File: config.mk
export PLATFORM = sky130hd
export DESIGN_NAME = pis_select
export DESIGN_NICKNAME = d
export VERILOG_FILES = /design/src/pis_pkg.sv /design/src/pis_select.sv
export SDC_FILE = /design/constraint.sdc
export NUM_CORES = 1
export LEC_CHECK = 0
export BUFFER_PORTS_ARGS = -buffer_cell sky130_fd_sc_hd__buf_2
export CAP_MARGIN = 0
export CORE_ASPECT_RATIO = 1.75
export CORE_MARGIN = 4
export CORE_UTILIZATION = 48
export DETAILED_ROUTE_END_ITERATION = 8
export GPL_TIMING_DRIVEN = 0
export PLACE_DENSITY = 0.82
export SYNTH_ARGS = -nofsm -noshare
export SYNTH_HDL_FRONTEND = slang
export SYNTH_SLANG_ARGS = --single-unit
File: constraint.sdc
create_clock -name core_clk -period 1.5 [get_ports core_clk]
set_input_delay 0.075 -clock core_clk [delete_from_list [all_inputs] [get_ports core_clk]]
set_output_delay 0.075 -clock core_clk [all_outputs]
set_load 0.02 [all_outputs]
File: src/pis_pkg.sv
package pis_pkg;

  // Register indices (word addresses); byte address is four times these
  localparam logic [7:0] PIS_IDX_PWM_SRC = 8'h18;
  localparam logic [7:0] PIS_IDX_DAC_SRC = 8'h19;
  localparam logic [7:0] PIS_IDX_TMR_SRC = 8'h1A;
  localparam logic [7:0] PIS_IDX_PINFUNC = 8'h1B;

  // Field positions
  localparam int PIS_POS_PWM_FAULT_INPUT_TWO = 13;
  localparam int PIS_POS_PWM_FAULT_INPUT_ONE = 11;
  localparam int PIS_POS_PAIR45 = 6;
  localparam int PIS_POS_PAIR23 = 3;
  localparam int PIS_POS_PAIR01 = 0;
  localparam int PIS_POS_DAC1   = 4;
  localparam int PIS_POS_DAC0   = 0;
  localparam int PIS_POS_TIN3   = 12;
  localparam int PIS_POS_TIN2   = 8;
  localparam int PIS_POS_TIN1   = 4;
  localparam int PIS_POS_PB7    = 0;

  // Writable bit masks; other bits read zero
  localparam logic [15:0] PIS_MASK_PWM_SRC = 16'h29FF;
  localparam logic [15:0] PIS_MASK_DAC_SRC = 16'h0077;
  localparam logic [15:0] PIS_MASK_TMR_SRC = 16'h1110;
  localparam logic [15:0] PIS_MASK_PINFUNC = 16'h0001;

  // Reset values
  localparam logic [15:0] PIS_RST_PWM_SRC = 16'h0000;
  localparam logic [15:0] PIS_RST_DAC_SRC = 16'h0000;
  localparam logic [15:0] PIS_RST_TMR_SRC = 16'h0000;
  localparam logic [15:0] PIS_RST_PINFUNC = 16'h0000;

  // Pair source encodings
  localparam logic [2:0] PIS_PAIR_PIN  = 3'h0;
  localparam logic [2:0] PIS_PAIR_TMR  = 3'h1;
  localparam logic [2:0] PIS_PAIR_ADC  = 3'h2;
  localparam logic [2:0] PIS_PAIR_CMPA = 3'h3;
  localparam logic [2:0] PIS_PAIR_CMPB = 3'h4;

  // DAC sync encodings
  localparam logic [2:0] PIS_DSYNC_PIT  = 3'h0;
  localparam logic [2:0] PIS_DSYNC_PWM  = 3'h3;
  localparam logic [2:0] PIS_DSYNC_TMR0 = 3'h4;
  localparam logic [2:0] PIS_DSYNC_TMR1 = 3'h5;

  localparam logic [1:0] PIS_RESP_OKAY   = 2'h0;
  localparam logic [1:0] PIS_RESP_SLVERR = 2'h2;

  typedef enum logic [1:0] {PIS_W_IDLE, PIS_W_RESP} pis_wstate_t;

endpackage

File: src/pis_select.sv
// The AXI4-Lite register port is this design's own decision.
`timescale 1ns/1ps
`default_nettype none

module pis_select
  import pis_pkg::*;
#(
  parameter int ADC_W = 12
)(
  input  wire logic              core_clk,
  input  wire logic              rst_n,
  input  wire logic [7:0]        s_axi_awaddr,
  input  wire logic              s_axi_awvalid,
  output logic                   s_axi_awready,
  input  wire logic [31:0]       s_axi_wdata,
  input  wire logic [3:0]        s_axi_wstrb,
  input  wire logic              s_axi_wvalid,
  output logic                   s_axi_wready,
  output logic [1:0]             s_axi_bresp,
  output logic                   s_axi_bvalid,
  input  wire logic              s_axi_bready,
  input  wire logic [7:0]        s_axi_araddr,
  input  wire logic              s_axi_arvalid,
  output logic                   s_axi_arready,
  output logic [31:0]            s_axi_rdata,
  output logic [1:0]             s_axi_rresp,
  output logic                   s_axi_rvalid,
  input  wire logic              s_axi_rready,
  input  wire logic              serial0_transmit_line,
  input  wire logic              i2c_scl_out,
  output logic                   port_b_pin7_out,
  input  wire logic              pwm_fault_input_one_pin,
  input  wire logic              pwm_fault_input_two_pin,
  input  wire logic              comparator_a_output,
  input  wire logic              comparator_b_output,
  output logic                   pwm_fault_input_one,
  output logic                   pwm_fault_input_two,
  input  wire logic [2:0]        pair_source_pin,
  input  wire logic              timer_a_channel0,
  input  wire logic              timer_a_channel1,
  input  wire logic              timer_a_channel2,
  input  wire logic              timer_a_channel3,
  input  wire logic [ADC_W-1:0]  adc_result_slot0,
  input  wire logic [ADC_W-1:0]  adc_result_slot1,
  input  wire logic [ADC_W-1:0]  adc_result_slot2,
  input  wire logic [ADC_W-1:0]  high_limit_0,
  input  wire logic [ADC_W-1:0]  high_limit_1,
  input  wire logic [ADC_W-1:0]  high_limit_2,
  input  wire logic [ADC_W-1:0]  low_limit_0,
  input  wire logic [ADC_W-1:0]  low_limit_1,
  input  wire logic [ADC_W-1:0]  low_limit_2,
  output logic                   pair01_source_input,
  output logic                   pair23_source_input,
  output logic                   pair45_source_input,
  output logic [5:0]             pwm_pair_compare,
  input  wire logic              interval_timer_zero,
  input  wire logic              pwm_reload_sync,
  output logic                   dac0_sync,
  output logic                   dac1_sync,
  input  wire logic [3:1]        timer_pin,
  output logic [3:1]             timer_input
);

  typedef struct packed {
    pis_wstate_t  wst;
    logic [7:0]   waddr;
    logic         have_aw;
    logic [31:0]  wdata;
    logic [3:0]   wstrb;
    logic         have_w;
    logic [1:0]   bresp;
    logic         rvalid;
    logic [31:0]  rdata;
    logic [1:0]   rresp;
    logic [15:0]  pwm_src;
    logic [15:0]  dac_src;
    logic [15:0]  tmr_src;
    logic [15:0]  pinfunc;
    logic [5:0]   cmp;
    logic [2:0]   pins_s1;
    logic [2:0]   pins_s2;
    logic [1:0]   flt_s1;
    logic [1:0]   flt_s2;
    logic [3:1]   tpin_s1;
    logic [3:1]   tpin_s2;
  } pis_state_t;

  pis_state_t st;
  pis_state_t next_st;

  // Word index from a byte address; unaligned low bits ignored
  function automatic logic [5:0] pis_index(input logic [7:0] a);
    return a[7:2];
  endfunction

  // Masked read of a register, unmapped flagged
  function automatic logic [16:0] pis_read(input pis_state_t s,
                                           input logic [5:0] idx);
    logic [16:0] r;
    r = {1'b0, 16'h0000};
    unique case ({2'h0, idx})
      PIS_IDX_PWM_SRC: r = {1'b0, s.pwm_src & PIS_MASK_PWM_SRC};
      PIS_IDX_DAC_SRC: r = {1'b0, s.dac_src & PIS_MASK_DAC_SRC};
      PIS_IDX_TMR_SRC: r = {1'b0, s.tmr_src & PIS_MASK_TMR_SRC};
      PIS_IDX_PINFUNC: r = {1'b0, s.pinfunc & PIS_MASK_PINFUNC};
      default:         r = {1'b1, 16'h0000};
    endcase
    return r;
  endfunction

  // Byte-lane merge into a masked 16-bit register
  function automatic logic [15:0] pis_merge(input logic [15:0] old,
                                            input logic [31:0] d,
                                            input logic [3:0]  be,
                                            input logic [15:0] m);
    logic [15:0] v;
    v = old;
    if (be[0])
      v[7:0] = d[7:0];
    if (be[1])
      v[15:8] = d[15:8];
    return v & m;
  endfunction

  // One pair's ADC limit compare; holds between limits
  function automatic logic [1:0] pis_cmp(input logic [1:0] prev,
                                         input logic [ADC_W-1:0] smp,
                                         input logic [ADC_W-1:0] hi,
                                         input logic [ADC_W-1:0] lo);
    logic [1:0] v;
    // between limits the old drive stays
    v = prev;
    if (smp > hi)
      v = 2'b10;              // even 0, odd 1
    else if (smp < lo)
      v = 2'b01;              // even 1, odd 0
    return v;
  endfunction

  // Pair source multiplexer; reserved codes give 0
  function automatic logic pis_pair(input logic [2:0] sel,
                                    input logic pin,
                                    input logic tmr,
                                    input logic adc,
                                    input logic ca,
                                    input logic cb);
    logic v;
    v = 1'b0;
    unique case (sel)
      PIS_PAIR_PIN:  v = pin;
      PIS_PAIR_TMR:  v = tmr;
      PIS_PAIR_ADC:  v = adc;
      PIS_PAIR_CMPA: v = ca;
      PIS_PAIR_CMPB: v = cb;
      default:       v = 1'b0;
    endcase
    return v;
  endfunction

  // DAC sync multiplexer; reserved codes give 0
  function automatic logic pis_dsync(input logic [2:0] sel,
                                     input logic pit,
                                     input logic psync,
                                     input logic tmr0,
                                     input logic tmr1);
    logic v;
    v = 1'b0;
    unique case (sel)
      PIS_DSYNC_PIT: v = pit;
      PIS_DSYNC_PWM: v = psync;
      PIS_DSYNC_TMR0: v = tmr0;
      PIS_DSYNC_TMR1: v = tmr1;
      default:       v = 1'b0;
    endcase
    return v;
  endfunction

  logic [16:0] rd;
  logic        wr_go;
  logic [16:0] wr_chk;
  logic [2:0]  p45;
  logic [2:0]  p23;
  logic [2:0]  p01;

  assign p45 = st.pwm_src[PIS_POS_PAIR45 +: 3];
  assign p23 = st.pwm_src[PIS_POS_PAIR23 +: 3];
  assign p01 = st.pwm_src[PIS_POS_PAIR01 +: 3];

  // Bus handshakes; capture slots stay open until filled
  assign s_axi_awready = (st.wst == PIS_W_IDLE) && !st.have_aw;
  assign s_axi_wready  = (st.wst == PIS_W_IDLE) && !st.have_w;
  assign s_axi_bvalid  = (st.wst == PIS_W_RESP);
  assign s_axi_bresp   = st.bresp;
  assign s_axi_arready = !st.rvalid;
  assign s_axi_rvalid  = st.rvalid;
  assign s_axi_rdata   = st.rdata;
  assign s_axi_rresp   = st.rresp;

  assign wr_go  = st.have_aw && st.have_w && (st.wst == PIS_W_IDLE);
  assign rd     = pis_read(st, pis_index(s_axi_araddr));
  assign wr_chk = pis_read(st, pis_index(st.waddr));

  // Next-state logic: bus slave, registers, compare state
  always_comb
  begin
    next_st = st;
    next_st.pins_s1 = pair_source_pin;
    next_st.pins_s2 = st.pins_s1;
    // Fault and timer pins are asynchronous too; two flops each
    next_st.flt_s1  = {pwm_fault_input_two_pin, pwm_fault_input_one_pin};
    next_st.flt_s2  = st.flt_s1;
    next_st.tpin_s1 = timer_pin;
    next_st.tpin_s2 = st.tpin_s1;
    if (s_axi_awvalid && s_axi_awready)
    begin
      next_st.waddr   = s_axi_awaddr;
      next_st.have_aw = 1'b1;
    end
    if (s_axi_wvalid && s_axi_wready)
    begin
      next_st.wdata  = s_axi_wdata;
      next_st.wstrb  = s_axi_wstrb;
      next_st.have_w = 1'b1;
    end
    if (wr_go)
    begin
      next_st.have_aw = 1'b0;
      next_st.have_w  = 1'b0;
      next_st.wst     = PIS_W_RESP;
      next_st.bresp   = wr_chk[16] ? PIS_RESP_SLVERR : PIS_RESP_OKAY;
      unique case ({2'h0, pis_index(st.waddr)})
        PIS_IDX_PWM_SRC: next_st.pwm_src = pis_merge(st.pwm_src,
                           st.wdata, st.wstrb, PIS_MASK_PWM_SRC);
        PIS_IDX_DAC_SRC: next_st.dac_src = pis_merge(st.dac_src,
                           st.wdata, st.wstrb, PIS_MASK_DAC_SRC);
        PIS_IDX_TMR_SRC: next_st.tmr_src = pis_merge(st.tmr_src,
                           st.wdata, st.wstrb, PIS_MASK_TMR_SRC);
        PIS_IDX_PINFUNC: next_st.pinfunc = pis_merge(st.pinfunc,
                           st.wdata, st.wstrb, PIS_MASK_PINFUNC);
        default:         next_st.bresp = PIS_RESP_SLVERR;
      endcase
    end
    if (st.wst == PIS_W_RESP && s_axi_bready)
      next_st.wst = PIS_W_IDLE;
    // Read returns masked value, reserved bits zero
    if (s_axi_arvalid && s_axi_arready)
    begin
      next_st.rvalid = 1'b1;
      next_st.rdata  = {16'h0000, rd[15:0]};
      next_st.rresp  = rd[16] ? PIS_RESP_SLVERR : PIS_RESP_OKAY;
    end
    else if (st.rvalid && s_axi_rready)
      next_st.rvalid = 1'b0;
    next_st.cmp[5:4] = pis_cmp(st.cmp[5:4], adc_result_slot2,
                               high_limit_2, low_limit_2);
    next_st.cmp[3:2] = pis_cmp(st.cmp[3:2], adc_result_slot1,
                               high_limit_1, low_limit_1);
    next_st.cmp[1:0] = pis_cmp(st.cmp[1:0], adc_result_slot0,
                               high_limit_0, low_limit_0);
  end

  // State register; every field cleared on reset
  always_ff @(posedge core_clk)
  begin
    if (!rst_n)
    begin
      st         <= '0;
      st.wst     <= PIS_W_IDLE;
      st.pwm_src <= PIS_RST_PWM_SRC;
      st.dac_src <= PIS_RST_DAC_SRC;
      st.tmr_src <= PIS_RST_TMR_SRC;
      st.pinfunc <= PIS_RST_PINFUNC;
    end
    else
      st <= next_st;
  end

  assign pwm_pair_compare = st.cmp;

  assign port_b_pin7_out = st.pinfunc[PIS_POS_PB7] ? i2c_scl_out
                                                   : serial0_transmit_line;

  // fault two source; pin path trades two cycles for safety
  assign pwm_fault_input_two = st.pwm_src[PIS_POS_PWM_FAULT_INPUT_TWO] ?
                               comparator_b_output : st.flt_s2[1];
  assign pwm_fault_input_one = st.pwm_src[PIS_POS_PWM_FAULT_INPUT_ONE] ?
                               comparator_a_output : st.flt_s2[0];

  // pair 4/5 source; code 000 is reserved
  assign pair45_source_input = (p45 == PIS_PAIR_PIN) ? 1'b0 :
    pis_pair(p45, st.pins_s2[2], timer_a_channel3, st.cmp[5],
             comparator_a_output, comparator_b_output);
  assign pair23_source_input = pis_pair(p23, st.pins_s2[1],
    timer_a_channel2, st.cmp[3], comparator_a_output, comparator_b_output);
  assign pair01_source_input = pis_pair(p01, st.pins_s2[0],
    timer_a_channel0, st.cmp[1], comparator_a_output, comparator_b_output);

  assign dac1_sync = pis_dsync(st.dac_src[PIS_POS_DAC1 +: 3],
    interval_timer_zero, pwm_reload_sync, timer_a_channel0,
    timer_a_channel1);
  assign dac0_sync = pis_dsync(st.dac_src[PIS_POS_DAC0 +: 3],
    interval_timer_zero, pwm_reload_sync, timer_a_channel0,
    timer_a_channel1);

  assign timer_input[3] = st.tmr_src[PIS_POS_TIN3] ? pwm_reload_sync
                                                   : st.tpin_s2[3];
  assign timer_input[2] = st.tmr_src[PIS_POS_TIN2] ? comparator_b_output
                                                   : st.tpin_s2[2];
  assign timer_input[1] = st.tmr_src[PIS_POS_TIN1] ? comparator_a_output
                                                   : st.tpin_s2[1];

endmodule

`default_nettype wire

==> flow_metrics.env, run 1 <==
export IMPL_ys_seq_area_share_pct=30.45
export IMPL_p_per_area_nw_per_um2=812.0
export IMPL_max_stage_delay_ns=0.50
export IMPL_syn_inst=610
export IMPL_worstSetupStartpointType="flip-flop"
export IMPL_die_area_sq_um=12610
export IMPL_insertion_delay_ns=0.34
export IMPL_grt_pass1_wl_um=22560
export IMPL_whs_ns=0.001811
export IMPL_ys_ff_latch=79
export IMPL_overflow=0
export IMPL_start_util_pct=48.84
export IMPL_drt_pass1_iterations=4
export IMPL_post_route_period_util_pct=104.9
export IMPL_tightest_slew_ns=0.5754
export IMPL_cts_sinks=79
export IMPL_relSlewSlack_pct=61.64
export IMPL_drive_gt1_share_pct=33.99
export IMPL_cp_data_required_time_ns=1.42
export IMPL_die_h_um=145.6
export IMPL_grt_busiest_layer="met2"
export IMPL_num_vias=5008
export IMPL_grt_max_degree=17
export IMPL_cts_max_level=3
export IMPL_num_fill_cells=886
export IMPL_gp_congestion=0.8852
export IMPL_slowest_stage="mux4_2"
export IMPL_synth_distinct_cells=51
export IMPL_use_met1_pct=21.61
export IMPL_totalWireLength_um=14110
export IMPL_row_count=50
export IMPL_cts_buffers=9
export IMPL_synth_edf_count=0
export IMPL_use_met2_pct=43.25
export IMPL_total_power_mw=5.702
export IMPL_setup_violations_final=2
export IMPL_route_detailed_drc=0
export IMPL_cp_arrival_ns=1.50
export IMPL_syn2layout_area_growth_pct=35.20
export IMPL_setup_ws_ns=-0.07410
export IMPL_async_flop_share_pct=0
export IMPL_antenna_found_initial=0
export IMPL_register_area_sq_um=1600
export IMPL_drtAntennaViolNets=0
export IMPL_clk_pin_slew_ns=0.07
export IMPL_hold_violations=0
export IMPL_cts_buffer_depth=2
export IMPL_n_antenna_cell=0
export IMPL_status="finished, violations left"
export IMPL_final_setup_tns_ns=-0.1351
export IMPL_grt_setup_unrepaired="yes"
export IMPL_synth_area_sq_um=5194
export IMPL_cts_tree="yes"
export IMPL_end_kind="primary output"
export IMPL_wl_per_cell_um=14.18
export IMPL_yosys_warnings=0
export IMPL_io_buffers=191
export IMPL_die_w_um=86.63
export IMPL_multi_input_area_sq_um=3043
export IMPL_p_leak_nw=3.847
export IMPL_post_route_min_period_ns=1.574
export IMPL_drt_vias_per_instance=5.033
export IMPL_io_pin_count=243
export IMPL_worstPathCellList="mux4_2, inv_2, o32ai_2, buf_4"
export IMPL_hold_path_class="in -> reg"
export IMPL_ys_flop_type="dfxtp_1"
export IMPL_root_buffer="clkbuf_16"
export IMPL_utilization_pct=66.02
export IMPL_dp_hpwl_um=11650
export IMPL_fin_nets=1114
export IMPL_vdd_drop_max_mv=0.7402
export IMPL_syn_avg_cell_area_sq_um=8.514
export IMPL_drv_slew=0
export IMPL_cap_violations=0
export IMPL_core_area_sq_um=10640
export IMPL_crit_type="reg -> out"
export IMPL_grt_use_met3_pct=3.909
export IMPL_skew_ns=0.01183
export IMPL_drt_iter0_drc=137
export IMPL_grt_pass1_vias=5132
export IMPL_grt_use_total_pct=22.35
export IMPL_crit_fanout=2
export IMPL_violations="negative setup slack"
export IMPL_max_freq_mhz=635.3
==> final cells by class <==
class | instances | area share [%]
clock inverter | 7 | 1.247
tap | 130 | 2.316
buffer | 56 | 5.328
multi-input combinational | 416 | 43.34
inverter | 80 | 4.277
sequential | 79 | 22.79
timing repair buffer | 218 | 17.50
clock buffer | 9 | 3.207
==> per-layer routing <==
layer	wire length [um]	part of all wire, %
met1	4844	34
met4	584	4.1
met5	0	0
met3	807	5.7
met2	7869	56
==> path summary, 6_finish.rpt <==
path                   startpoint                   to  slack (ns)  cells after the start
setup reg to reg          st[160]               st[55]        0.10                      5
hold / removal    s_axi_awaddr[6]              st[167]       0.002                      3
setup / recovery           p23[0]  pair23_source_input       -0.07                      4
hold reg to reg        next_st[1]                st[1]        0.43                      1
==> power breakdown <==
| group | total [mW] | leakage (nW) | switching [mW] | internal, mW |
|---|---|---|---|---|
| Sequential | 2.25 | 0.650 | 0.0740 | 2.18 |
| Clock | 2.26 | 0.154 | 0.933 | 1.33 |
| Combinational | 1.19 | 3.04 | 0.613 | 0.575 |
==> kinds of logic (layout without fill, tap and decap cells) <==
logic type               after synthesis  after routing  share of synthesized area [%]
flip-flops                            79             79                          30.45
AO/OA/AOI/OAI                        112            112                          13.56
AND/OR/NAND/NOR                      169            169                          17.06
adder cells (fa/ha/maj)               69             69                          16.62
buffers and inverters                136            370                          12.98
multiplexers                          44             44                          9.251
other                                  1             22                        0.07220
==> cells in the final DEF, fill, tap and decap left out, drive strengths merged, types with 2 or more instances in the layout <==
cell type,n
buf,240
inv,84
dfxtp,79
ha,69
nor2,55
nand2,53
a21oi,43
mux2i,30
dlygate4sd3,25
o21ai,23
conb,22
clkbuf,18
and2,15
nand4,12
mux2,12
a22oi,10
a211oi,10
nand3,8
nor2b,6
o211ai,5
nand2b,5
a31oi,4
nor3,4
nor3b,3
nand4b,3
o21bai,2
a221o,2
or3,2
o211a,2
mux4,2
o32ai,2
clkinv,2
a221oi,2
==> timing repair <==
item                                    in CTS  in global routing
buffers inserted                             2                  0
pin swaps                                    3                  3
endpoints found under the hold margin       25                  0
resized for setup                           12                 11
hold buffers                                25                  0
endpoints found under the setup margin       3                  4
==> sequential cells by signal (all words and copies together) (netlist names) <==
name              flops
st                   42
s_axi_rdata          12
next_st               7
p45                   3
p23                   3
s_axi_rvalid          1
s_axi_bresp           1
pwm_pair_compare      6
p01                   3
s_axi_rresp           1
==> cell usage after synthesis (10+ instances only) <==
library cell  number  area, sq um
dfxtp_1           79         1582
nand2_1           53        198.9
nor2_1            54        202.7
ha_1              69        863.3
buf_4             42        315.3
mux2i_1           30        300.3
a21oi_1           43        215.2
o21ai_0           19        95.09
a22oi_1           10        75.07
nand4_1           12        75.07
inv_1             80        300.3
mux2_2            12        135.1
and2_1            15        93.84
==> critical path, delay by kind of cell, from the launching register on <==
family	cells	cell delay (ns)
AOI/OAI and AO/OA	1	0.07
buffers and inverters	2	0.25
DFF	1	0.35
muxes	1	0.50
==> stage by stage <==
step / setup slack [ns] / cells / area (sq um)
after CTS: -0.06356 / 995 / 6995
after global placement: -0.07064 / 952 / 6391
after global routing: -0.1261 / 995 / 7022
after floorplan: 0.05031 / 631 / 5273
after detailed placement: -0.08509 / 952 / 6391
final: -0.07410 / 995 / 7022
Note: power is estimated with default switching activity, not from simulation.
==> inputs of run 2 (changes only) <==
Settings changed: CORE_ASPECT_RATIO 1.75 to 1.4, SLEW_MARGIN set to 20.
==> flow_metrics.env, run 2 (synthesis gave the netlist of run 1 again) <==
export IMPL_status="finished, violations left"
export IMPL_violations="negative setup slack"
export IMPL_io_buffers=191
export IMPL_overflow=0
export IMPL_worstPathCellList="mux4_2, inv_2, o32ai_4, buf_6"
export IMPL_drive_gt1_share_pct=34.22
export IMPL_drt_vias_per_instance=4.976
export IMPL_totalWireLength_um=14220
export IMPL_total_power_mw=5.615
export IMPL_cap_violations=0
export IMPL_antenna_found_initial=0
export IMPL_wl_per_cell_um=14.17
export IMPL_grt_pass1_vias=4851
export IMPL_root_buffer="clkbuf_16"
export IMPL_start_util_pct=49.65
export IMPL_cp_data_required_time_ns=1.42
export IMPL_route_detailed_drc=0
export IMPL_largest_reg_flops=42
export IMPL_relSlewSlack_pct=63.05
export IMPL_layout_common_cells="buf_2 (193), inv_1 (78), dfxtp_1 (71)"
export IMPL_p_per_area_nw_per_um2=798.4
export IMPL_hold_violations=0
export IMPL_min_delay_start="s_axi_wstrb[0]"
export IMPL_cts_buffer_depth=2
export IMPL_grt_pass1_wl_um=21650
export IMPL_die_h_um=131.1
export IMPL_setup_violations_final=2
export IMPL_core_area_sq_um=10460
export IMPL_vdd_drop_max_mv=0.3900
export IMPL_worstSetupStartpointType="flip-flop"
export IMPL_drt_pass1_iterations=7
export IMPL_crit_type="reg -> out"
export IMPL_crit_fanout=2
export IMPL_num_vias=4991
export IMPL_largest_register="st"
export IMPL_cts_max_level=3
export IMPL_drv_slew=0
export IMPL_cts_sinks=79
export IMPL_cts_tree="yes"
export IMPL_grt_use_total_pct=22.09
export IMPL_io_pin_count=243
export IMPL_p_leak_nw=3.845
export IMPL_fin_nets=1115
export IMPL_startpoint="p01[0]"
export IMPL_post_route_period_util_pct=103.4
export IMPL_max_freq_mhz=644.8
export IMPL_hold_path_class="in -> reg"
export IMPL_tightest_slew_ns=0.5542
export IMPL_syn2layout_area_growth_pct=35.41
export IMPL_row_count=44
export IMPL_dp_hpwl_um=11330
export IMPL_drt_iter0_drc=143
export IMPL_post_route_min_period_ns=1.551
export IMPL_n_antenna_cell=0
export IMPL_drtAntennaViolNets=0
export IMPL_whs_ns=0.003120
export IMPL_skew_ns=0.005094
export IMPL_r2r_start="st[165]"
export IMPL_slowest_stage="mux4_2"
export IMPL_insertion_delay_ns=0.33
export IMPL_grt_setup_unrepaired="yes"
export IMPL_die_area_sq_um=12570
export IMPL_final_common_cell="buf_2"
export IMPL_max_stage_delay_ns=0.50
export IMPL_grt_max_degree=14
export IMPL_cts_buffers=9
export IMPL_cp_arrival_ns=1.48
export IMPL_clk_pin_slew_ns=0.06
export IMPL_setup_ws_ns=-0.05094
export IMPL_gp_congestion=0.8979
export IMPL_die_w_um=95.92
export IMPL_end_kind="primary output"
[run 2: path summary, 6_finish.rpt]
kind | to | slack (ns) | depth (start not counted)
hold reg to reg | st[6] | 0.43 | 1
setup / recovery | pair01_source_input | -0.05 | 4
hold / removal | st[124] | 0.003 | 3
setup reg to reg | st[58] | 0.02 | 5
[run 2: cell type report]
cell class	instances	area [sq um]
plain buffers	56	374.1
clock buffers	10	239.0
clock inverters	5	57.56
fillers	861	3427
inverters	80	300.3
multi-input cells	416	3053
flip-flops and latches	79	1599
well taps	138	172.7
repair buffers	219	1237
[run 2: metal layers]
layer / routed length, um / track usage (%)
met2: 7582 / 41.89
met5: 0 / 0
met4: 478 / 10.05
met3: 978 / 3.484
met1: 5178 / 23.48
[run 2: worst max-delay path: cells and delay by family, from the launching register on]
kind / cells / cell delay [ns]
AOI/OAI and AO/OA: 1 / 0.07
buffers and inverters: 2 / 0.23
DFF: 1 / 0.35
muxes: 1 / 0.50
[run 2: through the flow]
stage | cells | worst slack, ns | TNS [ns] | util (%) | cell area (sq um)
floorplan | 631 | 0.05031 | 0 | - | 5273
global placement | 960 | -0.1060 | -0.2429 | 61.20 | 6401
detailed placement | 960 | -0.1517 | -0.3845 | 61.20 | 6401
CTS | 1001 | -0.06501 | -0.1123 | 66.96 | 7004
global route | 1003 | -0.09889 | -0.2922 | 67.24 | 7033
finish | 1003 | -0.05094 | -0.09006 | 67.24 | 7033
[run 2: power breakdown]
| part | internal [mW] | switching [mW] |
|---|---|---|
| clock | 1.33 | 0.846 |
| combinational | 0.574 | 0.615 |
| sequential | 2.18 | 0.0729 |
[run 2: repair_timing]
item                                   in CTS  in global routing
hold buffers                               24                  0
buffers inserted                            2                  2
pin swaps                                   4                  3
resized for setup                          17                  8
endpoints found under the hold margin      24                  0
setup endpoints to repair                   3                 12
==> inputs of run 3 (changes only) <==
Settings changed: CORE_MARGIN 4 to 2, HOLD_SLACK_MARGIN set to 0.02.
==> flow_metrics.env, run 3 (synthesis gave the netlist of run 1 again) <==
export IMPL_drv_slew=0
export IMPL_wl_per_cell_um=13.81
export IMPL_worstSetupStartpointType="flip-flop"
export IMPL_max_freq_mhz=647.3
export IMPL_clk_pin_slew_ns=0.06
export IMPL_syn2layout_area_growth_pct=35.70
export IMPL_post_route_min_period_ns=1.545
export IMPL_io_pin_count=243
export IMPL_largest_reg_flops=42
export IMPL_p_sw_share_pct=26.73
export IMPL_route_detailed_drc=0
export IMPL_grt_use_total_pct=24.11
export IMPL_min_delay_start="s_axi_arvalid"
export IMPL_power_switching_mw=1.490
export IMPL_cap_violations=0
export IMPL_gp_congestion=0.8735
export IMPL_utilization_pct=67.38
export IMPL_p_per_area_nw_per_um2=790.7
export IMPL_n_antenna_cell=0
export IMPL_combPwrFrac_pct=21.4
export IMPL_drive_gt1_share_pct=33.64
export IMPL_cts_sinks=79
export IMPL_crit_fanout=2
export IMPL_vdd_drop_max_mv=0.6294
export IMPL_end_kind="primary output"
export IMPL_core_area_sq_um=10460
export IMPL_hold_end="s_axi_rvalid"
export IMPL_cp_data_required_time_ns=1.42
export IMPL_cts_tree="yes"
export IMPL_register_area_sq_um=1602
export IMPL_dpl_cell_area_sq_um=6401
export IMPL_row_count=44
export IMPL_grt_pass1_wl_um=22600
export IMPL_status="finished, violations left"
export IMPL_cts_max_level=3
export IMPL_drt_pass1_iterations=4
export IMPL_io_buffers=191
export IMPL_overflow=0
export IMPL_violations="negative setup slack"
export IMPL_finish_instance_area_sq_um=7048
export IMPL_fin_nets=1118
export IMPL_drt_iter0_drc=168
export IMPL_drtAntennaViolNets=0
export IMPL_root_buffer="clkbuf_16"
export IMPL_layout_common_cells="buf_2 (193), inv_1 (78), dfxtp_1 (71)"
export IMPL_rr_endpoint="st[58]"
export IMPL_insertion_delay_ns=0.33
export IMPL_cts_buffers=9
export IMPL_setup_ws_ns=-0.04498
export IMPL_cp_arrival_ns=1.47
export IMPL_final_common_cell="buf_2"
export IMPL_r2r_start="st[165]"
export IMPL_clkPwrFrac_pct=38.2
export IMPL_die_w_um=91.92
export IMPL_crit_type="reg -> out"
export IMPL_total_power_mw=5.573
export IMPL_cts_buffer_depth=2
export IMPL_num_fill_cells=852
export IMPL_skew_ns=0.006960
export IMPL_tightest_slew_ns=0.6161
export IMPL_dp_hpwl_um=10840
export IMPL_p_int_mw=4.083
export IMPL_setup_violations_final=2
export IMPL_largest_register="st"
export IMPL_r2r_cells=5
export IMPL_power_frac_seq_pct=40.4
export IMPL_hold_depth=3
export IMPL_rrSetupSlack_ns=0.08
export IMPL_hold_violations=0
export IMPL_multi_input_area_sq_um=3039
export IMPL_p_leak_nw=3.855
export IMPL_hold_path_class="in -> reg"
export IMPL_grt_pass1_vias=5092
export IMPL_start_util_pct=49.65
export IMPL_drt_vias_per_instance=4.990
export IMPL_grt_setup_unrepaired="yes"
export IMPL_relSlewSlack_pct=58.93
export IMPL_post_route_period_util_pct=103.0
export IMPL_antenna_found_initial=0
export IMPL_die_area_sq_um=11680
export IMPL_die_h_um=127.1
export IMPL_grt_max_degree=13
export IMPL_totalWireLength_um=13900
export IMPL_num_vias=5020
run 3: layout make-up:
cell class                 count  share of cell area, %
multi-input combinational    416                  43.12
sequential                    79                  22.72
timing repair buffer         222                  18.02
buffer                        56                  5.308
inverter                      80                  4.261
clock buffer                  12                  3.497
tap                          138                  2.450
clock inverter                 3                 0.6213
run 3: worst max-delay path by stage:
stage | end | cells after the start | slack (ns) | start
2_1_floorplan | st[130] | 5 | 0.05 | st[169]
3_3_place_gp | pwm_pair_compare[1] | 7 | -0.1 | adc_result_slot0[7]
3_5_place_dp | pwm_pair_compare[1] | 7 | -0.13 | adc_result_slot0[7]
4_1_cts | pair01_source_input | 4 | -0.05 | p01[0]
5_1_grt | pair01_source_input | 4 | -0.1 | p01[0]
6_report | pair01_source_input | 4 | -0.04 | p01[0]
run 3: through the flow:
step | hold slack (ns) | cells | setup slack (ns) | setup TNS (ns)
floorplan | 0.1740 | 631 | 0.05031 | 0
global placement | 0.2605 | 960 | -0.09773 | -0.2372
detailed placement | 0.2673 | 960 | -0.1273 | -0.3314
CTS | 0.02233 | 1004 | -0.05317 | -0.1040
global route | 0.03038 | 1006 | -0.09510 | -0.2334
finish | 0.03072 | 1006 | -0.04498 | -0.08572
run 3: what timing repair did:
action | in CTS | in global routing
gates cloned | 0 | 0
endpoints found under the hold margin | 27 | 1
endpoints found under the setup margin | 3 | 6
pin swaps | 4 | 3
hold buffers | 27 | 1
buffers inserted | 2 | 1
resized for setup | 15 | 10
run 3: power by group through the flow:
stage	registers [mW]	clock network (mW)	logic [mW]
after floorplan	2.28	0	0.714
after global placement	2.30	0	1.10
after detailed placement	2.30	0	1.12
after CTS	2.25	2.15	1.19
after global routing	2.26	2.24	1.35
final	2.25	2.13	1.19
run 3: critical path, stage by stage (launching register included):
cell	delay, ns
dfxtp_4	0.34
mux4_2	0.50
inv_2	0.07
o32ai_2	0.06
buf_4	0.17
run 3: routing by layer:
| layer | track usage (%) | wire, um | vias to the layer above |
|---|---|---|---|
| li1 | - | - | 2539 |
| met1 | 24.75 | 5134 | 2247 |
| met2 | 46.11 | 7376 | 202 |
| met3 | 4.953 | 866 | 32 |
| met4 | 11.33 | 517 | 0 |
| met5 | 0 | 0 | - |
